## src/eeprom_cfg_regs.vh

```
// Purpose: Register indices, bit positions and reset values for the EEPROM control block
// Assumes: 32-bit Avalon-MM data, 8-bit registers in the low byte of each word
// Notes: Byte address of a register is four times its index
`ifndef EEPROM_CFG_REGS_VH
`define EEPROM_CFG_REGS_VH

`define ADDR_W 10
`define IDX_W 8
`define IDX_MODCFG 8'hF0
`define IDX_TEST 8'hF1
`define IDX_DIVH 8'hF2
`define IDX_PECTRL 8'hF3
`define IDX_DIVL 8'hF4

`define MC_DBG 7
`define MC_HIDE 6
`define MC_TBIT 5
`define MC_FOPEN 4
`define MC_ONE 3
`define MC_WSTOP 2
`define MC_PLOCK 1
`define MC_SPARE 0

`define PE_GUARD 7
`define PE_AUTO 5
`define PE_BYTE 4
`define PE_ROW 3
`define PE_ERASE 2
`define PE_LATCH 1
`define PE_PGM 0

`define SH_CFG_HI 7
`define SH_CFG_LO 4
`define DIVH_W 2
`define DIV_W 10

`define RST_WSTOP 1'b1
`define RST_PLOCK 1'b0
`define RST_SPARE 1'b0
`define RST_GUARD 1'b1
`define RST_BYTE 8'h00
`define RST_DIV 10'h000
`define CFG_FIXED_ONE 1'b1

`define SHADOW_HI_ADDR 12'h0FC0
`define SHADOW_LO_ADDR 12'h0FC1
`define ARR_ADDR_W 12

`define ERASE_NONE 2'b00
`define ERASE_BYTE 2'b01
`define ERASE_ROW 2'b10
`define ERASE_BULK 2'b11

`endif

```

## src/level_sync2.v

```verilog
// Purpose: Two-stage synchroniser for one level from outside the clock domain
// Assumes: Single clock, synchronous active-low reset
// Notes: First stage is read only by the second stage
`timescale 1ns/1ps
`default_nettype none
module level_sync2 #(
	parameter RESET_VAL = 1'b1
) (
	input wire clk_i, // System clock
	input wire reset_n_i, // Synchronous reset, active low
	input wire async_i, // Level from outside the domain
	output wire sync_o // Synchronised level
);
	reg meta_r;
	reg sync_r;

	always @(posedge clk_i) begin
		if (!reset_n_i) begin
			meta_r <= RESET_VAL;
			sync_r <= RESET_VAL;
		end else begin
			meta_r <= async_i;
			sync_r <= meta_r;
		end
	end

	assign sync_o = sync_r;
endmodule // level_sync2
`default_nettype wire

```

## src/write_once_gate.v

```verilog
// Purpose: Permits one write after reset in normal mode, any number in special mode
// Assumes: wr_i pulses for one cycle per accepted bus write to the guarded field
// Notes: A write refused for other reasons must not be presented on wr_i
`timescale 1ns/1ps
`default_nettype none
module write_once_gate (
	input wire clk_i, // System clock
	input wire reset_n_i, // Synchronous reset, active low
	input wire special_i, // High in special mode
	input wire wr_i, // Write to the guarded field taken
	output wire allow_o // Write would be accepted now
);
	reg used_r;

	always @(posedge clk_i) begin
		if (!reset_n_i) begin
			used_r <= 1'b0;
		end else if (wr_i && !special_i) begin
			used_r <= 1'b1;
		end
	end

	assign allow_o = special_i || !used_r;
endmodule // write_once_gate
`default_nettype wire

```

## src/eeprom_config_and_control_regs.v

```verilog
// Purpose: Module configuration and program/erase control registers of the EEPROM block
// Assumes: Avalon-MM slave, byte address, one wait state per access
// Notes: Shadow word is sampled on the first cycle after reset release
// Summary of operation
// - Config bits 7:4 load from shadow one cycle after reset release
// - Debug lockout disable: 0 locks, 1 frees
// - Debug and hide bits writable only special mode
// - Hide clear redirects 0FC0/0FC1 to shadow
// - Shadow bits feed config and divider registers
// - Bulk operations only with shadow word enabled
// - Flash open: special free, normal writes zero
// - Wait stop gates module clock in wait
// - Protect lock blocks guard; write-once in normal
// - Test bits dead and zero in normal
// - Guard blocks bulk/row erase; resets to one
// - Auto shutdown clears voltage enable when done
// - Row bit picks row or bulk erase
// - Voltage enable sets only after latch set
// - Voltage enable freezes the other control bits
`include "eeprom_cfg_regs.vh"
`timescale 1ns/1ps
`default_nettype none
module eeprom_config_and_control_regs (
	input wire clk_i, // 200 MHz system clock
	input wire reset_n_i, // Synchronous reset, active low
	input wire [9:0] address_i, // Avalon byte address
	input wire read_i, // Avalon read
	input wire write_i, // Avalon write
	input wire [31:0] writedata_i, // Avalon write data
	input wire [3:0] byteenable_i, // Avalon byte enables
	output wire [31:0] readdata_o, // Avalon read data
	output wire waitrequest_o, // Avalon wait request
	input wire special_mode_n_i, // Mode pin, low in special mode
	input wire wait_mode_i, // CPU is in wait mode
	input wire cycle_done_i, // Program/erase cycle finished pulse
	input wire [7:0] shadow_high_i, // Shadow word high byte
	input wire [7:0] shadow_low_i, // Shadow word low byte
	input wire [11:0] array_addr_i, // Array address of current access
	output wire shadow_select_o, // Access goes to the shadow word
	output wire debug_lockout_o, // Debug-mode lockout active
	output wire flash_write_open_o, // Flash array may be programmed
	output wire module_clock_en_o, // Module clock running
	output wire latch_enable_o, // Address/data latches armed
	output wire program_voltage_enable_o, // Program/erase voltage applied
	output wire erase_config_o, // Erase configuration, else program
	output wire [1:0] erase_kind_o, // None, byte/word, row or bulk
	output wire pe_active_o, // Voltage on with a non-zero divider
	output wire [9:0] divider_o // Self-time prescaler value
);
	wire special_mode_n_s;
	wire special;
	wire [7:0] idx;
	wire req;
	wire wr_take;
	wire wr_lo;
	wire [7:0] wd;
	wire wr_cfg;
	wire wr_pe;
	wire wr_test;
	wire wr_divh;
	wire wr_divl;
	wire plock_allow;
	wire div_allow;
	wire div_wr;
	wire plock_wr;
	wire [7:0] cfg_view;
	wire [7:0] pe_view;

	reg waitrequest_r;
	reg [31:0] readdata_r;
	reg [7:0] rd_mux;
	reg load_pend_r;

	reg dbg_dis_r;
	reg shadow_hide_r;
	reg test_bit_r;
	reg flash_open_r;
	reg wait_stop_r;
	reg protect_lock_r;
	reg spare_r;
	reg [7:0] test_reg_r;

	reg guard_r;
	reg auto_r;
	reg byte_r;
	reg row_r;
	reg erase_r;
	reg latch_r;
	reg pgm_r;
	reg pgm_nxt;
	reg [9:0] div_r;

	reg shadow_sel_r;
	reg dbg_lock_r;
	reg fopen_out_r;
	reg clk_en_r;
	reg latch_out_r;
	reg pgm_out_r;
	reg erase_out_r;
	reg [1:0] kind_r;
	reg [1:0] kind_nxt;
	reg pe_act_r;
	reg [9:0] div_out_r;

	// Mode pin comes from outside, so it is synchronised before use
	level_sync2 #(
		.RESET_VAL(1'b1)
	) u_mode_sync (
		.clk_i(clk_i),
		.reset_n_i(reset_n_i),
		.async_i(special_mode_n_i),
		.sync_o(special_mode_n_s)
	);

	assign special = !special_mode_n_s;

	// Bus decode: one wait cycle, write lands on the edge waitrequest is low
	assign idx = address_i[`IDX_W+1:2];
	assign req = read_i || write_i;
	assign wr_take = write_i && !waitrequest_r;
	assign wr_lo = wr_take && byteenable_i[0];
	assign wd = writedata_i[7:0];
	assign wr_cfg = wr_lo && (idx == `IDX_MODCFG);
	assign wr_pe = wr_lo && (idx == `IDX_PECTRL);
	assign wr_test = wr_lo && (idx == `IDX_TEST);
	assign wr_divh = wr_lo && (idx == `IDX_DIVH);
	assign wr_divl = wr_lo && (idx == `IDX_DIVL);

	assign plock_wr = wr_cfg && plock_allow;
	assign div_wr = (wr_divh || wr_divl) && div_allow && !latch_r;

	write_once_gate u_plock_once (
		.clk_i(clk_i),
		.reset_n_i(reset_n_i),
		.special_i(special),
		.wr_i(wr_cfg),
		.allow_o(plock_allow)
	);

	write_once_gate u_div_once (
		.clk_i(clk_i),
		.reset_n_i(reset_n_i),
		.special_i(special),
		.wr_i((wr_divh || wr_divl) && !latch_r),
		.allow_o(div_allow)
	);

	assign cfg_view = {dbg_dis_r, shadow_hide_r, test_bit_r, flash_open_r,
		`CFG_FIXED_ONE, wait_stop_r, protect_lock_r, spare_r};
	assign pe_view = {guard_r, 1'b0, auto_r, byte_r, row_r, erase_r, latch_r, pgm_r};

	always @* begin
		case (idx)
			`IDX_MODCFG: rd_mux = cfg_view;
			`IDX_TEST: rd_mux = special ? test_reg_r : `RST_BYTE;
			`IDX_DIVH: rd_mux = {6'h00, div_r[`DIV_W-1:8]};
			`IDX_PECTRL: rd_mux = pe_view;
			`IDX_DIVL: rd_mux = div_r[7:0];
			default: rd_mux = `RST_BYTE;
		endcase
	end

	always @(posedge clk_i) begin
		if (!reset_n_i) begin
			waitrequest_r <= 1'b1;
			readdata_r <= 32'h0000_0000;
		end else begin
			waitrequest_r <= !(req && waitrequest_r);
			if (req && waitrequest_r) begin
				readdata_r <= {24'h00_0000, rd_mux};
			end
		end
	end

	// Configuration register; upper nibble and divider come from the shadow word
	always @(posedge clk_i) begin
		if (!reset_n_i) begin
			load_pend_r <= 1'b1;
			dbg_dis_r <= 1'b0;
			shadow_hide_r <= 1'b0;
			test_bit_r <= 1'b0;
			flash_open_r <= 1'b0;
			wait_stop_r <= `RST_WSTOP;
			protect_lock_r <= `RST_PLOCK;
			spare_r <= `RST_SPARE;
			div_r <= `RST_DIV;
		end else if (load_pend_r) begin
			// Shadow is caught one cycle after release, never under reset itself
			load_pend_r <= 1'b0;
			dbg_dis_r <= shadow_high_i[`MC_DBG];
			shadow_hide_r <= shadow_high_i[`MC_HIDE];
			test_bit_r <= shadow_high_i[`MC_TBIT];
			flash_open_r <= shadow_high_i[`MC_FOPEN];
			div_r <= {shadow_high_i[`DIVH_W-1:0], shadow_low_i};
		end else begin
			if (wr_cfg && special) begin
				dbg_dis_r <= wd[`MC_DBG];
				shadow_hide_r <= wd[`MC_HIDE];
				test_bit_r <= wd[`MC_TBIT];
			end
			if (wr_cfg && (special || !wd[`MC_FOPEN])) begin
				flash_open_r <= wd[`MC_FOPEN];
			end
			if (wr_cfg) begin
				wait_stop_r <= wd[`MC_WSTOP];
				spare_r <= wd[`MC_SPARE];
			end
			if (plock_wr) begin
				protect_lock_r <= wd[`MC_PLOCK];
			end
			if (div_wr && wr_divh) begin
				div_r[`DIV_W-1:8] <= wd[`DIVH_W-1:0];
			end
			if (div_wr && wr_divl) begin
				div_r[7:0] <= wd;
			end
		end
	end

	// Test register exists only in special mode; normal mode holds it at zero
	always @(posedge clk_i) begin
		if (!reset_n_i) begin
			test_reg_r <= `RST_BYTE;
		end else if (!special) begin
			test_reg_r <= `RST_BYTE;
		end else if (wr_test) begin
			test_reg_r <= wd;
		end
	end

	// Voltage enable: a set needs the latch already set, auto shutdown wins
	always @* begin
		pgm_nxt = pgm_r;
		if (wr_pe) begin
			pgm_nxt = wd[`PE_PGM] && latch_r;
		end
		if (auto_r && pgm_r && cycle_done_i) begin
			pgm_nxt = 1'b0;
		end
	end

	always @(posedge clk_i) begin
		if (!reset_n_i) begin
			guard_r <= `RST_GUARD;
			auto_r <= 1'b0;
			byte_r <= 1'b0;
			row_r <= 1'b0;
			erase_r <= 1'b0;
			latch_r <= 1'b0;
			pgm_r <= 1'b0;
		end else begin
			pgm_r <= pgm_nxt;
			if (wr_pe && !pgm_r) begin
				if (!protect_lock_r) begin
					guard_r <= wd[`PE_GUARD];
				end
				auto_r <= wd[`PE_AUTO];
				byte_r <= wd[`PE_BYTE];
				row_r <= wd[`PE_ROW];
				erase_r <= wd[`PE_ERASE];
				if (div_r != `RST_DIV) begin
					latch_r <= wd[`PE_LATCH];
				end
			end
		end
	end

	// Erase kind decode; guard vetoes row and bulk erase, hide bit vetoes bulk only
	always @* begin
		kind_nxt = `ERASE_NONE;
		if (erase_r) begin
			if (byte_r) begin
				kind_nxt = `ERASE_BYTE;
			end else if (!guard_r) begin
				if (row_r) begin
					kind_nxt = `ERASE_ROW;
				end else if (!shadow_hide_r) begin
					kind_nxt = `ERASE_BULK;
				end
			end
		end
	end

	// All outputs are registered, so they trail their cause by one cycle
	always @(posedge clk_i) begin
		if (!reset_n_i) begin
			shadow_sel_r <= 1'b0;
			dbg_lock_r <= 1'b1;
			fopen_out_r <= 1'b0;
			clk_en_r <= 1'b1;
			latch_out_r <= 1'b0;
			pgm_out_r <= 1'b0;
			erase_out_r <= 1'b0;
			kind_r <= `ERASE_NONE;
			pe_act_r <= 1'b0;
			div_out_r <= `RST_DIV;
		end else begin
			shadow_sel_r <= !shadow_hide_r && !load_pend_r &&
				((array_addr_i == `SHADOW_HI_ADDR) ||
				(array_addr_i == `SHADOW_LO_ADDR));
			dbg_lock_r <= !dbg_dis_r;
			fopen_out_r <= flash_open_r;
			clk_en_r <= !(wait_stop_r && wait_mode_i);
			latch_out_r <= latch_r;
			pgm_out_r <= pgm_r;
			erase_out_r <= erase_r;
			kind_r <= kind_nxt;
			// A zero divider would give no self-time clock, so no cycle starts
			pe_act_r <= pgm_r && (div_r != `RST_DIV);
			div_out_r <= div_r;
		end
	end

	assign readdata_o = readdata_r;
	assign waitrequest_o = waitrequest_r;
	assign shadow_select_o = shadow_sel_r;
	assign debug_lockout_o = dbg_lock_r;
	assign flash_write_open_o = fopen_out_r;
	assign module_clock_en_o = clk_en_r;
	assign latch_enable_o = latch_out_r;
	assign program_voltage_enable_o = pgm_out_r;
	assign erase_config_o = erase_out_r;
	assign erase_kind_o = kind_r;
	assign pe_active_o = pe_act_r;
	assign divider_o = div_out_r;
endmodule // eeprom_config_and_control_regs
`default_nettype wire

```

## config.mk

```make
export PLATFORM = sky130hd
export DESIGN_NAME = eeprom_config_and_control_regs
export DESIGN_NICKNAME = d
export VERILOG_FILES = /design/src/level_sync2.v /design/src/write_once_gate.v /design/src/eeprom_config_and_control_regs.v
export VERILOG_INCLUDE_DIRS = /design/src
export SDC_FILE = /design/constraint.sdc
export NUM_CORES = 1
export LEC_CHECK = 0
export BUFFER_PORTS_ARGS = -buffer_cell sky130_fd_sc_hd__buf_2
export CAP_MARGIN = 15
export CELL_PAD_IN_SITES_DETAIL_PLACEMENT = 0
export CELL_PAD_IN_SITES_GLOBAL_PLACEMENT = 1
export CORE_MARGIN = 2
export CORE_UTILIZATION = 37
export DETAILED_ROUTE_END_ITERATION = 16
export GPL_ROUTABILITY_DRIVEN = 0
export PLACE_DENSITY_LB_ADDON = 0.3
export SYNTH_ARGS = -nofsm -noshare
export SYNTH_HDL_FRONTEND = slang
export SYNTH_SLANG_ARGS = --single-unit
```

## constraint.sdc

```tcl
create_clock -name clk_i -period 2.6 [get_ports clk_i]
set_input_delay 0.52 -clock clk_i [delete_from_list [all_inputs] [get_ports clk_i]]
set_output_delay 0.52 -clock clk_i [all_outputs]
set_load 0.01 [all_outputs]
```

== Yosys cells after proc, flatten, opt, wreduce, memory -nomap -nowiden ==
Index checks and enable logic that the tools add are counted.

* Equal/unequal tests: 7
* Mux-type cells: 18
* Bitwise gates (word level): 4
* Reductions and logical operators: 57

{| class="wikitable"
|+ Operator list
! kind !! number
|-
| 8-bit equality test, second input constant || 5
|-
| 8-bit one-hot mux with 5 select lines || 1
|-
| 1-bit logical AND || 26
|-
| 12-bit equality test, second input constant || 2
|-
| 8-bit 2-to-1 mux || 2
|-
| 1-bit logical NOT || 12
|-
| 1-bit 2-to-1 mux || 11
|-
| 10-bit 2-to-1 mux || 1
|-
| 2-bit AND reduction || 5
|-
| 10-bit nonzero test || 1
|-
| 2-bit nonzero test || 4
|-
| 1-bit logical OR || 6
|-
| 2-bit 2-to-1 mux || 3
|-
| 1-bit inverter || 4
|-
| 2-bit OR reduction || 2
|-
| 4-bit OR reduction || 1
|}

* Register bits: 66
* Bits of input ports: 81

== Depth between registers and ports, before layout ==
Gate-level depths: netlist of the first run.

* Depth in word-level cells: 10
* Gate-level depth with buffers: 6
* Gate-level depth less buffers: 4

== Cells and area by module ==
A second synthesis of the first run with hierarchy kept.

* Cells, all modules: 323
* Area total of the unflattened synthesis: 3001.6 µm²

{| class="wikitable"
|+ Modules (own cells, without submodules)
! module !! instances !! cells each !! area an instance (µm²)
|-
| eeprom_config_and_control_regs || 1 || 311 || 2869.0
|-
| write_once_gate || 2 || 4 || 40.0
|-
| level_sync2 || 1 || 4 || 52.6
|}

== Worst setup path after synthesis of the first run ==
Ideal clock, no wire load.

* Path type: input to register
* From: in address_i[3]
* To: reg flash_open_r
* Library setup time: 123 ps
* Data arrival time: 1724 ps
* Path slack: 753 ps
* Stages on the path: 5
* Cell sequence: buf_2 or3_1 nor3_1 a21oi_1 mux2_1

* Word-level cells in the longest chain between the ends: 4

{| class="wikitable"
|+ RTL lines
! what !! line !! RTL
|-
| start: declaration || eeprom_config_and_control_regs.v:26 || <nowiki>input wire [9:0] address_i,</nowiki>
|-
| 8-bit equality test || -- ||
|-
| 1-bit logical AND || eeprom_config_and_control_regs.v:123 || <nowiki>assign wr_cfg = wr_lo && (idx == `IDX_MODCFG);</nowiki>
|-
| 1-bit logical AND || eeprom_config_and_control_regs.v:201 || <nowiki>if (wr_cfg && (special || !wd[`MC_FOPEN])) begin</nowiki>
|-
| 2-bit nonzero test (no source line) || -- ||
|-
| end signal: assignment || eeprom_config_and_control_regs.v:193 || <nowiki>flash_open_r <= shadow_high_i[`MC_FOPEN];</nowiki>
|-
| end signal: assignment || eeprom_config_and_control_regs.v:202 || <nowiki>flash_open_r <= wd[`MC_FOPEN];</nowiki>
|-
| end: declaration || eeprom_config_and_control_regs.v:77 || <nowiki>reg flash_open_r;</nowiki>
|}

No other way between the ends.
A chain may end at the register's enable or synchronous reset.

== Final worst setup path of the first run ==
* From: in address_i[4]
* To: reg latch_r

* Word-level cells in the longest chain between the ends: 4

{| class="wikitable"
|+ RTL lines
! what !! line !! RTL
|-
| 8-bit equality test || -- ||
|-
| 1-bit logical AND || eeprom_config_and_control_regs.v:124 || <nowiki>assign wr_pe = wr_lo && (idx == `IDX_PECTRL);</nowiki>
|-
| 1-bit logical AND || eeprom_config_and_control_regs.v:253 || <nowiki>if (wr_pe && !pgm_r) begin</nowiki>
|-
| 2-bit AND reduction (no source line) || -- ||
|-
| end signal: assignment || eeprom_config_and_control_regs.v:262 || <nowiki>latch_r <= wd[`PE_LATCH];</nowiki>
|-
| end: declaration || eeprom_config_and_control_regs.v:88 || <nowiki>reg latch_r;</nowiki>
|}

No other way between the ends.

==> results of run 1 <==
metal layers:
| layer | part of all wire | GRT usage | vias up |
|---|---|---|---|
| met5 | 0 | 0 | - |
| met4 | 0.015 | 0.0809 | 0 |
| met3 | 0.058 | 0.0371 | 9 |
| met2 | 0.45 | 0.257 | 85 |
| met1 | 0.47 | 0.244 | 1117 |
| li1 | - | - | 1210 |
layout by cell type (no fill, tap or decap), types with 5 or more instances in the layout:
master	count
mux2i_1	32
a21oi_1	21
nand2_1	15
and2_1	14
buf_4	5
inv_1	5
o21ai_0	19
nor2_1	24
clkbuf_8	10
buf_2	77
conb_1	24
dfxtp_1	66
logic make-up after synthesis:
logic type,after synthesis,synth area share
AND/OR/NAND/NOR,95,0.207
flip-flops,66,0.446
AO/OA/AOI/OAI,64,0.133
buffers and inverters,44,0.0874
multiplexers,36,0.123
XOR/XNOR,1,0.00296
other,1,0.00127
how the worst max path moves through the flow:
stage | startpoint | endpoint | cells past startpoint
after floorplan | address_i[3] | flash_open_r | 5
after global placement | address_i[3] | flash_open_r | 5
after detailed placement | address_i[3] | flash_open_r | 5
after CTS | address_i[3] | flash_open_r | 5
after global routing | waitrequest_o | latch_r | 4
final | address_i[4] | latch_r | 5
area by class of cell:
type | instances | area share
Clock buffer | 10 | 0.0383
Clock inverter | 6 | 0.0247
Inverter | 6 | 0.00627
Multi-Input combinational cell | 220 | 0.409
Sequential cell | 66 | 0.368
Tap cell | 102 | 0.0355
Timing Repair Buffer | 82 | 0.118
flip-flops by register name (all words and copies together), names as in the netlist, 2 cells and up:
name / flops
div_r: 10
divider_o: 10
erase_kind_o: 2
readdata_o: 8
test_reg_r: 8
metrics by stage:
stage	util	setup WS, ps	std cells	power, mW	instance area, um2
2_1_floorplan	-	753	330	1.22	3050
6_report	0.465	864	492	2.23	3590
5_1_grt	0.465	690	492	2.32	3590
3_3_place_gp	0.435	519	476	1.28	3360
4_1_cts	0.465	867	492	2.25	3590
3_5_place_dp	0.435	495	476	1.28	3360
power groups by stage:
stage	Clock (mW)	Sequential (mW)	Combinational (mW)
4_1_cts	0.995	1.06	0.194
2_1_floorplan	0	1.08	0.135
6_report	0.974	1.06	0.193
3_3_place_gp	0	1.09	0.191
3_5_place_dp	0	1.09	0.194
5_1_grt	1.04	1.07	0.217
worst max-delay path, stage by stage:
cell and delay [ps]:
buf_2 240, nand4bb_1 290, nor3_2 490, a21boi_0 180, a41o_1 230
==> flow_summary_export.csv, run 1 <==
group,metric,value,unit
status,run_status,"finished, final reports clean",
cells_and_area,num_antenna_cells,0,
synth,synth_seq_area_share,0.446,
power,switchingPower,547,uW
route,routed_wl,7360,um
clock_network,cts_resized,0,
sta,worstMarginPinSlew,665,ps
min_path,hold_depth,2,
sta,max_clock_freq,576,MHz
global_route,grt_overflow,0,
clock_network,numCtsBuffers,9,
floorplan,rows,32,
sta,fin_crit_sh,0.668,
floorplan,die_w,93.5,um
critical_path,crit_arrival,1970,ps
synth,yosysWarnings,0,
critical_path,r2r_setup_slack,870,ps
power,irDropWorstVdd,218,uV
sta,setup_viol,0,
synth,synth_most_common_cell,"dfxtp_1",
sta,grt_setup_unrepaired,"false",
power,seqPwrFrac,0.476,
route,drtPass1Iterations,4,
critical_path,rr_worst_depth,4,
sta,period_minus_slack,1740,ps
synth,synthFlopType,"dfxtp_1",
power,combPwrFrac,0.087,
cells_and_area,regArea,1320,um2
min_path,min_path_type,"input pin to flip-flop",
sta,tns,0,ps
floorplan,die_height,93.5,um
cells_and_area,fillers,782,
clock_network,htreeDepth,3,
critical_path,end_kind,"flip-flop",
synth,synthCells,307,
min_path,min_to,"shadow_select_o",
critical_path,r2r_start,"waitrequest_o",
global_route,grt_pass1_vias,2234,
clock_network,cts_setup_buffers,0,
min_path,hold_start,"array_addr_i[5]",
synth,yosys.area.top_type_share,0.446,
cells_and_area,area_growth,21.1,%
route,wl_per_cell,15.0,um
synth,synthTopCellsByCount,"66 x dfxtp_1, 32 x mux2i_1, 24 x buf_4, 24 x nor2_1, 21 x a21oi_1",
power,internal_power,1.68,mW
sta,hold_slack,324,ps
critical_path,crit_fanout,19,
power,leakagePower,1.60,nW
route,dr_total_vias,2421,
floorplan,die_area,8740,um2
critical_path,required,2840,ps
synth,synth_top_cell_by_area,"dfxtp_1",
global_route,antenna_found_initial,0,
cells_and_area,nets,466,
floorplan,floorplan.core_area,7730,um2
critical_path,path_class,"input pin to flip-flop",
global_route,grt_first_pass_wirelength,11500,um
clock_network,cts_sinks,66,
route,drt_iter0_drc,74,
clock_network,ctsRootBufferMaster,"clkbuf_8",
route,viasPerCell,4.92,
route,drc_errors,0,
sta,slew_headroom,0.556,
critical_path,startpoint_type,"input pin",
global_route,grt_max_degree,30,
flow_run,max_cap_viol_count,0,
floorplan,ios,134,
clock_network,cts_buffer_depth,2,
sta,skew,8.10,ps
global_route,grt_usage,0.175,
power,clockPowerShare,0.437,
clock_network,holdBufCountCts,0,
critical_path,worstReg2RegEnd,"latch_r",
floorplan,initial_core_util,0.384,
route,antenna_left,0,
synth,synth_area_leaders,"dfxtp_1 45%, mux2i_1 11%, buf_4 6.1%",
sta,finalMaxSlewViolations,0,
sta,finalHoldViolations,0,
clock_network,cts_tree,"done",
synth,async_flop_share,0,
clock_network,path_clk_slew,70,ps
power,swShare,0.245,
placed_design,dp.final_hpwl,5550,um
synth,synth_area_per_cell,9.66,um2
placed_design,io_buffers,77,
synth,synth_edf_count,0,
synth,syn_area,2960,um2
synth,ys_seq_elements,66,
cells_and_area,multi_input_area,1470,um2
clock_network,insertion_delay,350,ps
cells_and_area,drive_gt1_frac,0.285,
synth,synth.distinct_cells,52,
power,power_density,621,nW/um2
(Power assumes the default switching activity.)
==> run 2, diff against run 1 <==
--- a/config.mk
+++ b/config.mk
@@ -11,7 +11,7 @@
 export CELL_PAD_IN_SITES_DETAIL_PLACEMENT = 0
 export CELL_PAD_IN_SITES_GLOBAL_PLACEMENT = 1
 export CORE_MARGIN = 2
-export CORE_UTILIZATION = 37
+export CORE_UTILIZATION = 31
 export DETAILED_ROUTE_END_ITERATION = 16
 export GPL_ROUTABILITY_DRIVEN = 0
 export PLACE_DENSITY_LB_ADDON = 0.3
==> constraint.sdc (replaced) <==
create_clock -name clk_i -period 1.45 [get_ports clk_i]
set_input_delay 0.29 -clock clk_i [delete_from_list [all_inputs] [get_ports clk_i]]
set_output_delay 0.29 -clock clk_i [all_outputs]
set_load 0.01 [all_outputs]
==> flow_summary_export.csv, run 2 (synthesized netlist as in run 1, its figures left out) <==
group,metric,value,unit
clock_network,holdBufCountCts,0,
global_route,grt_usage,0.162,
global_route,grt_overflow,0,
global_route,grt_first_pass_wirelength,12600,um
cells_and_area,final_core_util,0.429,
route,drtPass1Iterations,4,
cells_and_area,layout_commonest_cell,"buf_2",
critical_path,end_kind,"flip-flop",
floorplan,die_height,102,um
route,antenna_left,0,
critical_path,crit_arrival,1700,ps
route,drt_iter0_drc,75,
sta,fin_crit_sh,1.02,
status,failed_checks,"setup timing",
status,run_status,"complete, but fails checks",
global_route,grt_pass1_vias,2454,
floorplan,ios,134,
sta,skew,8.80,ps
cells_and_area,nets,502,
critical_path,crit_fanout,8,
route,dr_total_vias,2554,
floorplan,rows,35,
cells_and_area,num_antenna_cells,0,
clock_network,numCtsBuffers,9,
power,power_density,975,nW/um2
critical_path,required,1670,ps
sta,slew_headroom,0.627,
floorplan,die_area,10400,um2
clock_network,cts_tree,"done",
sta,fin_ws,-29.6,ps
placed_design,io_buffers,77,
sta,grt_setup_unrepaired,"true",
sta,setup_viol,2,
power,leakagePower,1.77,nW
sta,finalHoldViolations,0,
flow_run,max_cap_viol_count,0,
sta,worstMarginPinSlew,559,ps
clock_network,path_clk_slew,70,ps
route,routed_wl,8040,um
floorplan,initial_core_util,0.321,
cells_and_area,mostFrequentLayoutCells,"77 x buf_2, 66 x dfxtp_1, 37 x buf_4, 30 x mux2i_1",
route,drc_errors,0,
sta,period_minus_slack,1480,ps
clock_network,htreeDepth,3,
floorplan,die_w,102,um
min_path,hold_start,"array_addr_i[3]",
critical_path,setup.worst_path.start,"waitrequest_o",
min_path,min_path_type,"input pin to flip-flop",
global_route,grt_max_degree,41,
route,top_layer,"met4",
cells_and_area,drive_gt1_frac,0.367,
sta,max_clock_freq,676,MHz
route,met2_length,3750,um
power,irDropWorstVdd,341,uV
clock_network,insertion_delay,350,ps
route,wl_met1,3690,um
placed_design,dp.final_hpwl,6160,um
sta,hold_slack,101,ps
route,viasPerCell,4.61,
critical_path,path_class,"flip-flop to flip-flop",
global_route,antenna_found_initial,0,
floorplan,floorplan.core_area,9240,um2
cells_and_area,area_growth,33.8,%
sta,finalMaxSlewViolations,0,
clock_network,cts_sinks,66,
route,wl_per_cell,14.5,um
route,route.met3.wl,458,um
clock_network,ctsRootBufferMaster,"clkbuf_8",
critical_path,startpoint_type,"flip-flop",
critical_path,r2r_start,"waitrequest_o",
clock_network,cts_buffer_depth,2,
## run 2: power by group
| group | leakage (nW) | internal, mW | switching (mW) | total (mW) |
|---|---|---|---|---|
| Sequential | 0.538 | 1.86 | 0.0378 | 1.90 |
| Clock | 0.0958 | 0.835 | 0.704 | 1.54 |
| Combinational | 1.13 | 0.194 | 0.234 | 0.428 |
| Total | 1.77 | 2.89 | 0.975 | 3.87 |
## run 2: repair_timing
action,in CTS,in global routing
resized for setup,3,7
endpoints found under the hold margin,0,0
pin swaps,0,1
setup buffers,2,1
endpoints found under the setup margin,11,22
## run 2: metal layers
layer	up-vias	track usage
met3	12	0.0421
met5	-	0
li1	1276	-
met4	0	0.0582
met1	1184	0.210
met2	82	0.260
## run 2: path summary, 6_finish.rpt
kind                            slack, ps            endpoint  depth (start not counted)
worst max register to register        -30       test_reg_r[6]                          6
worst max-delay path                  -30       test_reg_r[6]                          6
worst min-delay path                  100     shadow_select_o                          2
worst min register to register        410  u_mode_sync.sync_o                          1
## run 2: area by class of cell
type	instances	area [um2]
timing repair buffer	118	734
clock inverter	4	51.3
multi-input combinational	220	1530
inverter	6	22.5
sequential	66	1320
clock buffer	11	141
fill	946	5280
tap	129	161
## run 2: metrics by stage
stage               instances  power (mW)  TNS (ps)  worst slack [ps]  cell area (um2)
floorplan                 330        2.19      -974              -103             3090
global route              554        4.05     -1450              -110             3970
detailed placement        536        2.36     -4540              -184             3700
global placement          536        2.36     -4060              -165             3700
finish                    554        3.87     -52.3             -29.6             3970
CTS                       553        3.91     -98.0             -40.2             3920
## run 2: critical path: stages (launching register included)
cell and delay, ps:
dfxtp_1 310, nand4b_4 240, buf_6 170, nor4_4 180, buf_12 180, mux2i_2 220, nor2_1 50
==> run 3, diff against run 2 <==
--- a/config.mk
+++ b/config.mk
@@ -10,7 +10,6 @@
 export CAP_MARGIN = 15
 export CELL_PAD_IN_SITES_DETAIL_PLACEMENT = 0
 export CELL_PAD_IN_SITES_GLOBAL_PLACEMENT = 1
-export CORE_MARGIN = 2
 export CORE_UTILIZATION = 31
 export DETAILED_ROUTE_END_ITERATION = 16
 export GPL_ROUTABILITY_DRIVEN = 0
==> flow_summary_export.csv, run 3 (synthesized netlist as in run 1, its figures left out) <==
group,metric,value,unit
sta,finalMaxSlewViolations,0,
route,antenna_left,0,
power,leakagePower,1.82,nW
min_path,min_path_type,"input pin to flip-flop",
placed_design,dp.final_hpwl,6070,um
route,routed_wl,7940,um
critical_path,crit_fanout,6,
clock_network,cts_sinks,66,
power,power,3.72,mW
floorplan,ios,134,
critical_path,end_kind,"flip-flop",
sta,period_minus_slack,1500,ps
global_route,grt_first_pass_wirelength,12200,um
cells_and_area,drive_gt1_frac,0.361,
clock_network,ctsRootBufferMaster,"clkbuf_8",
clock_network,cts_tree,"done",
critical_path,crit_arrival,1740,ps
clock_network,insertion_delay,340,ps
power,irDropWorstVdd,381,uV
cells_and_area,num_antenna_cells,0,
sta,finalHoldViolations,0,
min_path,hold_depth,2,
cells_and_area,nets,506,
global_route,grt_pass1_vias,2437,
critical_path,worstReg2RegEnd,"wait_stop_r",
status,failed_checks,"setup timing",
route,drc_errors,0,
sta,fin_ws,-54.0,ps
floorplan,rows,35,
min_path,min_to,"shadow_select_o",
global_route,grt_overflow,0,
cells_and_area,area_growth,34.4,%
status,run_status,"complete, but fails checks",
sta,skew,3.35,ps
placed_design,pre_cts_ws,-184,ps
global_route,grt_usage,0.162,
clock_network,cts_buffer_depth,2,
sta,max_clock_freq,665,MHz
route,wl_per_cell,14.2,um
global_route,antenna_found_initial,0,
critical_path,path_class,"flip-flop to flip-flop",
critical_path,rr_worst_depth,6,
critical_path,r2r_setup_slack,-50,ps
power,power_density,934,nW/um2
cells_and_area,fillers,949,
sta,fin_crit_sh,1.04,
sta,tns,-183,ps
sta,setup_viol,12,
global_route,grt_max_degree,27,
placed_design,io_buffers,77,
clock_network,path_clk_slew,70,ps
route,drtPass1Iterations,4,
cells_and_area,mostFrequentLayoutCells,"77 x buf_2, 65 x dfxtp_1, 38 x buf_4, 32 x mux2i_1",
clock_network,numCtsBuffers,9,
floorplan,die_height,99.8,um
critical_path,required,1680,ps
critical_path,startpoint_type,"flip-flop",
clock_network,htreeDepth,3,
critical_path,r2r_start,"waitrequest_o",
sta,grt_setup_unrepaired,"true",
route,dr_total_vias,2564,
min_path,hold_start,"array_addr_i[5]",
floorplan,die_w,99.8,um
floorplan,initial_core_util,0.321,
route,viasPerCell,4.59,
floorplan,floorplan.core_area,9240,um2
floorplan,die_area,9960,um2
route,drt_iter0_drc,75,
cells_and_area,layout_commonest_cell,"buf_2",
flow_run,max_cap_viol_count,0,
==> run 3: changes by cell type in the layout (fill, tap and decap cells not counted), moves of 2 or more <==
cell	delta
buf_6	+2
mux2i_1	+2
mux2i_2	-2
nor3_2	-2
==> run 3: worst max-delay path, stage by stage (launching register included) <==
cell and delay [ps]:
dfxtp_2 320, nand4b_4 250, buf_6 190, nor4_4 200, buf_4 180, mux2i_1 190
nand2_1 60
==> run 3: layout make-up <==
| type | instances | area [um2] | area share |
|---|---|---|---|
| clock buffers | 13 | 159 | 0.0399 |
| clock inverters | 2 | 12.5 | 0.00314 |
| inverters | 6 | 22.5 | 0.00566 |
| multi-input cells | 220 | 1520 | 0.382 |
| flip-flops and latches | 66 | 1320 | 0.332 |
| well taps | 129 | 161 | 0.0405 |
| repair buffers | 122 | 785 | 0.197 |
==> run 3: what timing repair did <==
item                       in CTS  in global routing
pin swaps                       0                  6
hold buffers                    0                  0
buffers inserted                0                  4
resized for setup               1                  9
setup endpoints to repair       7                 18
==> run 3: how the worst max path moves through the flow <==
stage / from / end / cells after the start
CTS: waitrequest_o / flash_open_r / 5
global route: waitrequest_o / wait_stop_r / 6
finish: waitrequest_o / wait_stop_r / 6
detailed placement: address_i[5] / flash_open_r / 6
global placement: address_i[4] / row_r / 7
floorplan: address_i[5] / test_reg_r[0] / 4
==> run 3: per-layer routing <==
layer  GRT usage  part of all wire  up-vias
li1            -                 -     1286
met2       0.263              0.47       80
met3      0.0320             0.040       13
met4      0.0713             0.019        0
met5           0                 0        -
met1       0.210              0.47     1185
==> run 3: stage by stage <==
| stage | std cells | cell area (um2) | utilization | hold WS [ps] |
|---|---|---|---|---|
| 3_5_place_dp | 539 | 3740 | 0.404 | 392 |
| 2_1_floorplan | 330 | 3090 | - | 366 |
| 3_3_place_gp | 539 | 3740 | 0.404 | 395 |
| 6_report | 558 | 3980 | 0.431 | 97.5 |
| 4_1_cts | 554 | 3910 | 0.423 | 82.7 |
| 5_1_grt | 558 | 3980 | 0.431 | 83.9 |
==> run 3: power by group <==
group / internal [mW] / leakage [nW] / switching [mW]
Sequential: 1.86 / 0.538 / 0.0377
Combinational: 0.205 / 1.19 / 0.237
Clock: 0.703 / 0.0855 / 0.674
